$ cat src/design/ied_pkg.sv
// Shared constants and carrier types for the interrupt and exception dispatch unit.
// Assumes a 32-bit linear address space and an 8-bit vector number.
package ied_pkg;

    // Address and vector widths.
    localparam int ADDR_W = 32;
    localparam int VEC_W  = 8;

    // Vector numbering.
    localparam logic [VEC_W-1:0] VEC_NMI        = 8'h02;
    localparam logic [VEC_W-1:0] VEC_FIRST_FREE = 8'h20;

    // Entry size as a left shift of the vector number, per mode.
    localparam logic [1:0] REAL_ENTRY_SHIFT = 2'h2;
    localparam logic [1:0] PROT_ENTRY_SHIFT = 2'h3;

    // Reset values.
    localparam logic              IF_RESET   = 1'b0;
    localparam logic [ADDR_W-1:0] ADDR_RESET = 32'h0000_0000;
    localparam logic [VEC_W-1:0]  VEC_RESET  = 8'h00;

    // Exception classes reported by the core.
    typedef enum logic [1:0] {
        IED_FAULT,
        IED_TRAP,
        IED_ABORT
    } ied_class_t;

    // Event source of the dispatch in progress.
    typedef enum logic [1:0] {
        IED_SRC_EXC,
        IED_SRC_NMI,
        IED_SRC_MASK
    } ied_src_t;

    // Exception or software interrupt request from the core.
    typedef struct packed {
        logic               valid;
        ied_class_t         cls;
        logic [VEC_W-1:0]   vec;
    } ied_exc_t;

    // Words handed to the stack unit.
    typedef struct packed {
        logic               valid;
        logic [ADDR_W-1:0]  ret_addr;
        logic [ADDR_W-1:0]  flags;
    } ied_push_t;

    // Handler entry lookup handed to the fetch unit.
    typedef struct packed {
        logic               valid;
        logic [VEC_W-1:0]   vec;
        logic [ADDR_W-1:0]  entry_addr;
        logic               precise;
        logic               reserved_vec;
    } ied_disp_t;

endpackage : ied_pkg

$ cat src/design/ied_dispatch.sv
// Interrupt and exception dispatch unit of the processor core.
// Assumes the core signals instruction boundaries, exceptions and returns on CLK,
// a stack unit acknowledges pushes, and a bus unit runs the acknowledge cycle.
module ied_dispatch
    import ied_pkg::*;
(
    // Clock, reset and enable.
    input  wire logic              CLK,
    input  wire logic              RST_N,
    input  wire logic              CE,
    // Instruction progress from the core.
    input  wire logic              INSTR_DONE,
    input  wire logic [ADDR_W-1:0] INSTR_START,
    input  wire logic [ADDR_W-1:0] INSTR_NEXT,
    input  wire logic [ADDR_W-1:0] FLAGS_WORD,
    input  wire ied_exc_t          EXC_REQ,
    // Enable flag control from the core.
    input  wire logic              IF_WRITE,
    input  wire logic              IF_VALUE,
    input  wire logic              INTERRUPT_RETURN_INSTRUCTION_DONE,
    input  wire logic              INTERRUPT_RETURN_INSTRUCTION_IF,
    // Mode and table base.
    input  wire logic              PROT_MODE,
    input  wire logic [ADDR_W-1:0] TABLE_BASE,
    // External request pins.
    input  wire logic              MASKABLE_REQUEST_INPUT,
    input  wire logic              NMI_REQUEST,
    // Acknowledge cycle with the bus unit.
    output logic                   ACK_START,
    input  wire logic              ACK_DONE,
    input  wire logic [VEC_W-1:0]  ACK_VECTOR,
    // Stack unit.
    output ied_push_t              PUSH,
    input  wire logic              PUSH_DONE,
    // Results to the core.
    output logic                   CANCEL_INSTR,
    output ied_disp_t              DISPATCH,
    output logic                   IF_FLAG,
    output logic                   NMI_BLOCKED,
    output logic                   BUSY
);

    // Sequencer states. The vector state costs one cycle, but it lets ACK_START
    // come straight from a flop rather than from the push handshake decode.
    typedef enum logic [2:0] {
        ST_IDLE,
        ST_PUSH,
        ST_VECTOR,
        ST_ACK,
        ST_ENTRY
    } ied_state_t;

    // Table entry address for a vector in the current mode.
    function automatic logic [ADDR_W-1:0] entry_of(input logic [VEC_W-1:0] v,
                                                  input logic prot,
                                                  input logic [ADDR_W-1:0] base);
        logic [ADDR_W-1:0] off;
        off = {{(ADDR_W-VEC_W){1'b0}}, v};
        if (prot) begin
            off = off << PROT_ENTRY_SHIFT;
        end else begin
            off = off << REAL_ENTRY_SHIFT;
        end
        return base + off;
    endfunction : entry_of

    // Dispatch context, held from acceptance until the entry lookup.
    ied_state_t        state;
    ied_src_t          src;
    logic [VEC_W-1:0]  vec;
    logic              precise;
    logic [1:0]        mask_sync;
    logic [1:0]        nmi_sync;
    logic              nmi_prev;
    logic              nmi_pending;
    logic              nmi_active;
    logic              nmi_edge;
    logic              take_fault;
    logic              take_trap;
    logic              take_nmi;
    logic              take_mask;
    logic              start;

    // Both request pins are asynchronous to CLK and pass two flops first.
    always_ff @(posedge CLK or negedge RST_N) begin
        if (!RST_N) begin
            mask_sync <= 2'h0;
            nmi_sync  <= 2'h0;
            nmi_prev  <= 1'b0;
        end else if (CE) begin
            mask_sync <= {mask_sync[0], MASKABLE_REQUEST_INPUT};
            nmi_sync  <= {nmi_sync[0], NMI_REQUEST};
            nmi_prev  <= nmi_sync[1];
        end
    end

    // Only the second synchroniser stage feeds the edge detector.
    assign nmi_edge = nmi_sync[1] & ~nmi_prev;

    // Faults and aborts cut into the instruction; traps wait for its completion.
    assign take_fault = EXC_REQ.valid && EXC_REQ.cls != IED_TRAP;
    assign take_trap  = EXC_REQ.valid && EXC_REQ.cls == IED_TRAP
                        && INSTR_DONE;
    // The non-maskable request wins over a maskable one at the same boundary.
    assign take_nmi   = INSTR_DONE && nmi_pending && !nmi_active;
    assign take_mask  = INSTR_DONE && mask_sync[1] && IF_FLAG;
    // Exceptions and maskable requests are not queued while busy, so the core must hold an exception until BUSY.
    assign start      = state == ST_IDLE && (take_fault || take_trap
                        || take_nmi || take_mask);

    // A pending request survives an acceptance in the same cycle as a new edge.
    always_ff @(posedge CLK or negedge RST_N) begin
        if (!RST_N) begin
            nmi_pending <= 1'b0;
        end else if (CE) begin
            if (nmi_edge) begin
                nmi_pending <= 1'b1;
            end else if (start && !take_fault && !take_trap && take_nmi) begin
                nmi_pending <= 1'b0;
            end
        end
    end

    // The handler-active flag blocks further non-maskable servicing until the return.
    always_ff @(posedge CLK or negedge RST_N) begin
        if (!RST_N) begin
            nmi_active <= 1'b0;
        end else if (CE) begin
            if (start && !take_fault && !take_trap && take_nmi) begin
                nmi_active <= 1'b1;
            end else if (INTERRUPT_RETURN_INSTRUCTION_DONE) begin
                nmi_active <= 1'b0;
            end
        end
    end

    // Enable flag: cleared on entry, restored on return, else software writes.
    always_ff @(posedge CLK or negedge RST_N) begin
        if (!RST_N) begin
            IF_FLAG <= IF_RESET;
        end else if (CE) begin
            if (start) begin
                IF_FLAG <= 1'b0;
            end else if (INTERRUPT_RETURN_INSTRUCTION_DONE) begin
                IF_FLAG <= INTERRUPT_RETURN_INSTRUCTION_IF;
            end else if (IF_WRITE) begin
                IF_FLAG <= IF_VALUE;
            end
        end
    end

    // Sequencer: push state, obtain vector, then look up the handler entry.
    always_ff @(posedge CLK or negedge RST_N) begin
        if (!RST_N) begin
            state <= ST_IDLE;
        end else if (CE) begin
            case (state)
                ST_IDLE: begin
                    if (start) begin
                        state <= ST_PUSH;
                    end
                end
                ST_PUSH: begin
                    if (PUSH_DONE) begin
                        state <= ST_VECTOR;
                    end
                end
                ST_VECTOR: begin
                    // Internal and instruction vectors are already known here.
                    if (src == IED_SRC_MASK) begin
                        state <= ST_ACK;
                    end else begin
                        state <= ST_ENTRY;
                    end
                end
                ST_ACK: begin
                    // The controller may stretch its answer; no limit is put on the wait.
                    if (ACK_DONE) begin
                        state <= ST_ENTRY;
                    end
                end
                ST_ENTRY: begin
                    state <= ST_IDLE;
                end
                default: begin
                    state <= ST_IDLE;
                end
            endcase
        end
    end

    // Capture source, vector and return words when an event is accepted.
    always_ff @(posedge CLK or negedge RST_N) begin
        if (!RST_N) begin
            src     <= IED_SRC_EXC;
            vec     <= VEC_RESET;
            precise <= 1'b1;
            PUSH    <= '0;
        end else if (CE) begin
            if (start) begin
                PUSH.valid <= 1'b1;
                PUSH.flags <= FLAGS_WORD;
                if (take_fault) begin
                    src           <= IED_SRC_EXC;
                    vec           <= EXC_REQ.vec;
                    precise       <= EXC_REQ.cls == IED_FAULT;
                    PUSH.ret_addr <= INSTR_START;
                end else if (take_trap) begin
                    src           <= IED_SRC_EXC;
                    vec           <= EXC_REQ.vec;
                    precise       <= 1'b1;
                    PUSH.ret_addr <= INSTR_NEXT;
                end else if (take_nmi) begin
                    src           <= IED_SRC_NMI;
                    vec           <= VEC_NMI;
                    precise       <= 1'b1;
                    PUSH.ret_addr <= INSTR_NEXT;
                end else begin
                    // The maskable vector arrives later, from the acknowledge cycle.
                    src           <= IED_SRC_MASK;
                    precise       <= 1'b1;
                    PUSH.ret_addr <= INSTR_NEXT;
                end
            end else if (state == ST_PUSH && PUSH_DONE) begin
                PUSH.valid <= 1'b0;
            end else if (state == ST_ACK && ACK_DONE) begin
                vec <= ACK_VECTOR;
            end
        end
    end

    // The acknowledge request is a one-cycle pulse, maskable source only.
    always_ff @(posedge CLK or negedge RST_N) begin
        if (!RST_N) begin
            ACK_START <= 1'b0;
        end else if (CE) begin
            ACK_START <= state == ST_VECTOR && src == IED_SRC_MASK;
        end
    end

    // A fault or abort tells the core to drop the instruction so it can restart.
    always_ff @(posedge CLK or negedge RST_N) begin
        if (!RST_N) begin
            CANCEL_INSTR <= 1'b0;
        end else if (CE) begin
            CANCEL_INSTR <= start && take_fault;
        end
    end

    // Handler entry lookup, one-cycle valid pulse after the vector is known.
    // Fields other than valid hold their value until the next lookup.
    always_ff @(posedge CLK or negedge RST_N) begin
        if (!RST_N) begin
            DISPATCH <= '0;
        end else if (CE) begin
            DISPATCH.valid <= state == ST_ENTRY;
            if (state == ST_ENTRY) begin
                DISPATCH.vec          <= vec;
                DISPATCH.entry_addr   <= entry_of(vec, PROT_MODE, TABLE_BASE);
                DISPATCH.precise      <= precise;
                // An external vector in the reserved range is flagged for software.
                DISPATCH.reserved_vec <= src == IED_SRC_MASK
                                         && vec < VEC_FIRST_FREE;
            end
        end
    end

    // Status outputs, registered so the core sees glitch-free levels.
    // BUSY rises with the acceptance itself, on the same edge that moves the sequencer out of ST_IDLE.
    always_ff @(posedge CLK or negedge RST_N) begin
        if (!RST_N) begin
            NMI_BLOCKED <= 1'b0;
            BUSY        <= 1'b0;
        end else if (CE) begin
            NMI_BLOCKED <= nmi_active;
            BUSY        <= state != ST_IDLE || start;
        end
    end

endmodule : ied_dispatch

$ cat config.mk
export PLATFORM = sky130hd
export DESIGN_NAME = ied_dispatch
export DESIGN_NICKNAME = d
export VERILOG_FILES = /design/src/design/ied_pkg.sv /design/src/design/ied_dispatch.sv
export SDC_FILE = /design/constraint.sdc
export NUM_CORES = 1
export LEC_CHECK = 0
export ABC_AREA = 1
export ABC_CLOCK_PERIOD_IN_PS = 2900
export BUFFER_PORTS_ARGS = -buffer_cell sky130_fd_sc_hd__buf_2
export CAP_MARGIN = 0
export CORE_ASPECT_RATIO = 1.5
export CORE_MARGIN = 8
export CORE_UTILIZATION = 55
export CTS_BUF_LIST = sky130_fd_sc_hd__clkbuf_8
export DETAILED_ROUTE_END_ITERATION = 7
export MAX_ROUTING_LAYER = met4
export PLACE_DENSITY_LB_ADDON = 0.1
export SLEW_MARGIN = 40
export SYNTH_ARGS = -nofsm -noshare
export SYNTH_HDL_FRONTEND = slang
export SYNTH_SLANG_ARGS = --single-unit
$ cat constraint.sdc
create_clock -name CLK -period 2.9 [get_ports CLK]
set_input_delay 0.58 -clock CLK [delete_from_list [all_inputs] [get_ports CLK]]
set_output_delay 0.58 -clock CLK [all_outputs]
set_load 0.02 [all_outputs]
# --- Word level (Yosys, flattened, before mapping) ---
# Cells that the tools add are included.
totals:
  elab_cells: 105
  output_inout_bits: 113
  regBits: 134
  inputBits: 160
classes:
  addsub: 1
  order_cmp: 1
  n_reduce_logical: 39
  n_bitwise: 2
  eq_ne: 12
  mux: 28
ops:
  columns: ["operator", "count"]
  rows:
  - ["$mux 32", 3]
  - ["$mux 8", 6]
  - ["$add 32x32->32", 1]
  - ["$logic_and 1x1->1", 16]
  - ["$mux 3", 4]
  - ["$pmux 3 s4", 1]
  - ["$reduce_and 2->1", 6]
  - ["$mux 11", 1]
  - ["$mux 1", 10]
  - ["$lt 8x6->1 const B", 1]
  - ["$ne 2x2->1 const B", 4]
  - ["$reduce_and 4->1", 2]
  - ["$reduce_bool 2->1", 4]
  - ["$eq 3x2->1 const B", 2]
  - ["$mux 2", 3]
  - ["$reduce_bool 3->1", 2]
  - ["$logic_or 1x1->1", 4]
  - ["$ne 4x4->1 const B", 1]
  - ["$eq 3x1->1 const B", 1]
  - ["$eq 3x3->1 const B", 1]
  - ["$logic_not 1->1", 3]
  - ["$logic_not 3->1", 1]
  - ["$eq 2x1->1 const B", 1]
  - ["$eq 2x2->1 const B", 1]
  - ["4 further kinds", 4]

# --- Depth between registers and ports, before layout ---
logic_depth:
  depth_word: 12
  mapped_depth: 16
  depth_no_buf: 16

# --- Least setup slack after synthesis ---
# OpenSTA, ideal clock, no wires.
synth_timing:
  path_type: "input port to flip-flop"
  from: "input port PROT_MODE"
  to: "register DISPATCH[32] in the netlist's numbering"
  path_stages: 15
  setup_slack_ps: 548
  setup_ps: 117
  t_arrival_ps: 2235
  required_ps: 2783
  path_cell_list: "clkbuf_1 > nor2_1 > ha_1 > inv_1 > fa_1 > inv_1 > nand3_1 > nand2_1 > nand3_1 > nand3_1 > nand2_1 > nand2_1 > nand2_1 > nand2_1 > nand2_1"
synth_between:
  elab_chain_cells: 4
synth_lines:
  columns: ["element", "line", "text"]
  rows:
  - ["start: declaration", "ied_dispatch.sv:23", "input wire logic PROT_MODE,"]
  - ["$mux 11", "ied_dispatch.sv:59", "if (prot) begin"]
  - ["$mux 32", "ied_dispatch.sv:257", "if (state == ST_ENTRY) begin"]
  - ["$mux 32", "ied_dispatch.sv:255", "end else if (CE) begin"]
  - ["$add 32x32->32", "ied_dispatch.sv:64", "return base + off;"]
  - ["end: declaration", "ied_dispatch.sv:37", "output ied_disp_t DISPATCH,"]
# Every way passes these cells. The select of a mux whose other input is x is not followed.
# A chain may end at the register's enable or synchronous reset.

# --- Worst setup path after layout ---
layout_timing:
  from: "register vec[1]"
  to: "register DISPATCH[17] in the netlist's numbering"
layout_between:
  elab_chain_cells: 4
layout_lines:
  columns: ["element", "line", "text"]
  rows:
  - ["start: declaration", "ied_dispatch.sv:70", "logic [VEC_W-1:0] vec;"]
  - ["start signal: assignment", "ied_dispatch.sv:205", "vec <= EXC_REQ.vec;"]
  - ["start signal: assignment", "ied_dispatch.sv:210", "vec <= EXC_REQ.vec;"]
  - ["$mux 11", "ied_dispatch.sv:59", null]
  - ["$mux 32", "ied_dispatch.sv:257", null]
  - ["$mux 32", "ied_dispatch.sv:255", null]
  - ["$add 32x32->32", "ied_dispatch.sv:64", null]
# Every way passes these cells. The select of a mux whose other input is x is not followed.

==> results.toml <==
[critical_path]
cp-end-kind = "flip-flop"
slowest_stage = "dfrtp_1"
crit_chain = "o21ai_0, inv_1, ha_1, nand2_1, nand2_1, nand3_1, nand2_1, nand2_1, nand2_1, or2_2, nand3_1, nand2_1"
crit_type = "reg2reg"
cpMostUsedCell = "nand2_1"
crit_family = "simple AND/OR/NAND/NOR gates"
crit_arrival_ns = 2.64
worst-path-buf-inv = 1
path_max_fanout = 8
crit_path_start_kind = "flip-flop"
slowest_delay_ns = 0.43
crit_required_ns = 3.23

[sta]
fin_tns_setup_ns = 0
finalHoldViolations = 0
rsz0062_at_grt = "no"
tightest_slew_ns = 0.495
hold_slack_ns = 0.0710
relSlewSlack_pct = 67.0
fin_crit_ns = 2.31
slew_violations = 0
setup_viol = 0
post-route-period-util_pct = 79.8
skew_ns = 0.0142
fmax_mhz = 432

[clock_network]
clockBufferDepth = 2
cts.clk_slew.worst_paths_ns = 0.08
cts_made_buffers = 17
postCtsHoldBufs = 0
root_buffer = "clkbuf_8"
htreeDepth = 4
cts_tree = "yes"
cts_resized = 0
clkSinkCount = 134
clk_latency_ns = 0.44
post_cts_buffers = 0

[global_routing]
grt_start_max_net_pins = 53
overflow = 0
grt_usage_pct = 26.0
grt_pass1_wl_um = 33400
antenna_found_initial = 0
grt_pass1_vias = 6942

[finish]
design_area_um2 = 8880
antenna_cells = 0
stdcell_count = 1374
final_layout_size_suffix_gt1_share_pct = 29.6
layout.nets = 1375
areaGrowthSynthToFinish_pct = 27.1

[yosys]
synth_area_um2 = 6990
syn_inst = 933
synth_top_area_share_pct = 47.6
synth_area_per_cell_um2 = 7.49
synth-simple-area-share_pct = 33.4
synth_edf_count = 0
ys_types = 35
synth.largest_area_cell = "dfrtp_1"
synth_flop_cell = "dfrtp_1"
ys_ff_latch = 134
yosysSeqAreaShare_pct = 48.0
synth-adder-area-share_pct = 1.90
synth_mux_area_share_pct = 5.16
postSynthNetCount = 1103
synth-compound-area-share_pct = 4.14
synth_xor_area_share_pct = 0.878
yosys_warnings = 0
synth_top_family_by_area = "simple AND/OR/NAND/NOR gates"
synth_area_leaders = "dfrtp_1 (48%), nand2_1 (25%), mux2_2 (5.2%)"
synthArstFlopShare_pct = 100

[drt]
drtIter0Drc = 289
wl_per_cell_um = 15.1
wl_um = 20700
postRouteAntennaNets = 0
viasPerCell = 4.98
post-route-drc-count = 0
highest-signal-layer = "met4"
dr.pass1.iters = 5
vias = 6844
wl_met3_um = 1360
met2_length_um = 11000
met1_length_um = 7980

[floorplanning]
row_count = 50
die_w_um = 108
die_area_um2 = 16600
die_y_um = 154
start_util_pct = 56.1
coreArea_um2 = 12400
pin_count = 273

[place]
dp_hpwl_um = 16200
gp_congestion = 0.919
place_inst = 1342
dpl_cell_area_um2 = 8500
io_buffers = 272

[pwr]
ir_drop_v = 0.000534
powerDensity_nw_per_um2 = 939
p_leak_nw = 5.22

[min_path]
hold_path_class = "in2async"

[status]
outcome = "finished, final reports clean"

[run]
cap_violations = 0
[synth_stat cells, types with 2 or more instances]
| cell type | n |
|---|---|
| buf_6 | 3 |
| nand2_2 | 2 |
| ha_1 | 9 |
| inv_2 | 3 |
| nand3b_1 | 4 |
| xnor2_1 | 6 |
| nand4_1 | 5 |
| dfrtp_1 | 133 |
| nand3_1 | 46 |
| o21ai_0 | 42 |
| o21ai_1 | 2 |
| or2_2 | 4 |
| mux2_2 | 32 |
| buf_2 | 8 |
| nor2_1 | 38 |
| nor3_1 | 5 |
| inv_1 | 79 |
| clkbuf_1 | 16 |
| a21oi_1 | 8 |
| nand2_1 | 473 |
[flip-flops by register name, summed over array words and instances, names as in the netlist, 2 cells and up]
register   flops
nmi_sync       2
vec            8
src            2
state          3
DISPATCH      43
PUSH          65
mask_sync      2
[kinds of logic (layout without fill, tap and decap cells)]
family | count (synthesis) | after routing
and+or+nand+nor | 583 | 583
DFF | 134 | 134
buffers and inverters | 111 | 396
AOI/OAI and AO/OA | 56 | 56
muxes | 32 | 32
adders and majority gates | 10 | 10
xor gates and xnor gates | 7 | 7
[through the flow]
stage          total power (W)  utilization (%)  setup WS [ns]
6_report               0.00834             71.3          0.587
3_5_place_dp           0.00692             68.3          0.258
2_1_floorplan          0.00553                -          0.548
3_3_place_gp           0.00684             68.3          0.326
5_1_grt                0.00896             71.3          0.412
4_1_cts                0.00841             71.3          0.623
[report_power, final]
group / internal (W) / leakage [nW] / switching, W
registers: 0.00268 / 1.68 / 0.000448
clock network: 0.000704 / 0.178 / 0.000771
logic: 0.00125 / 3.36 / 0.00248
[cells in the final DEF (no fill, tap or decap), types with 2 or more instances in the layout]
cell type,count
nor3_1,5
inv_2,3
nand3_1,46
buf_12,2
ha_1,9
or2_2,4
nand3b_1,4
clkinv_2,3
clkinvlp_4,5
inv_1,79
nand2_2,2
inv_6,3
xnor2_1,6
mux2_2,32
buf_2,271
clkbuf_8,18
o21ai_0,42
nand4_1,5
clkinv_4,2
nand2_1,473
a21oi_1,8
dfrtp_1,133
o21ai_1,2
nor2_1,38
buf_4,8
[worst paths after layout]
| path | cells after the start | slack (ns) | to | startpoint |
|---|---|---|---|---|
| max | 12 | 0.59 | DISPATCH[17]$_DFFE_PN0P_ | vec[1]$_DFFE_PN0P_ |
| min | 1 | 0.07 | DISPATCH[5]$_DFFE_PN0P_ | RST_N |
| max reg2reg | 12 | 0.59 | DISPATCH[17]$_DFFE_PN0P_ | vec[1]$_DFFE_PN0P_ |
| min reg2reg | 2 | 0.47 | DISPATCH[4]$_DFFE_PN0P_ | DISPATCH[4]$_DFFE_PN0P_ |
| max in group asynchronous | 2 | 2.08 | precise$_DFFE_PN1P_ | RST_N |
| min in group CLK | 3 | 0.32 | PUSH[21]$_DFFE_PN0P_ | FLAGS_WORD[21] |
[layout make-up]
type                       count  area (µm²)
timing repair buffer         282        1470
multi-input combinational    688        3180
fill                        1086        3570
sequential                   134        3350
clock buffer                  18         248
inverter                      82         308
clock inverter                14         126
tap                          156         195
[layer usage]
metal  up-vias  global-route usage [%]
met5         -                       -
met4         0                    8.63
met3        29                    5.77
met2       263                    44.9
met1      3113                    28.4
li1       3439                       -
Power figures use the tool's default switching activity.
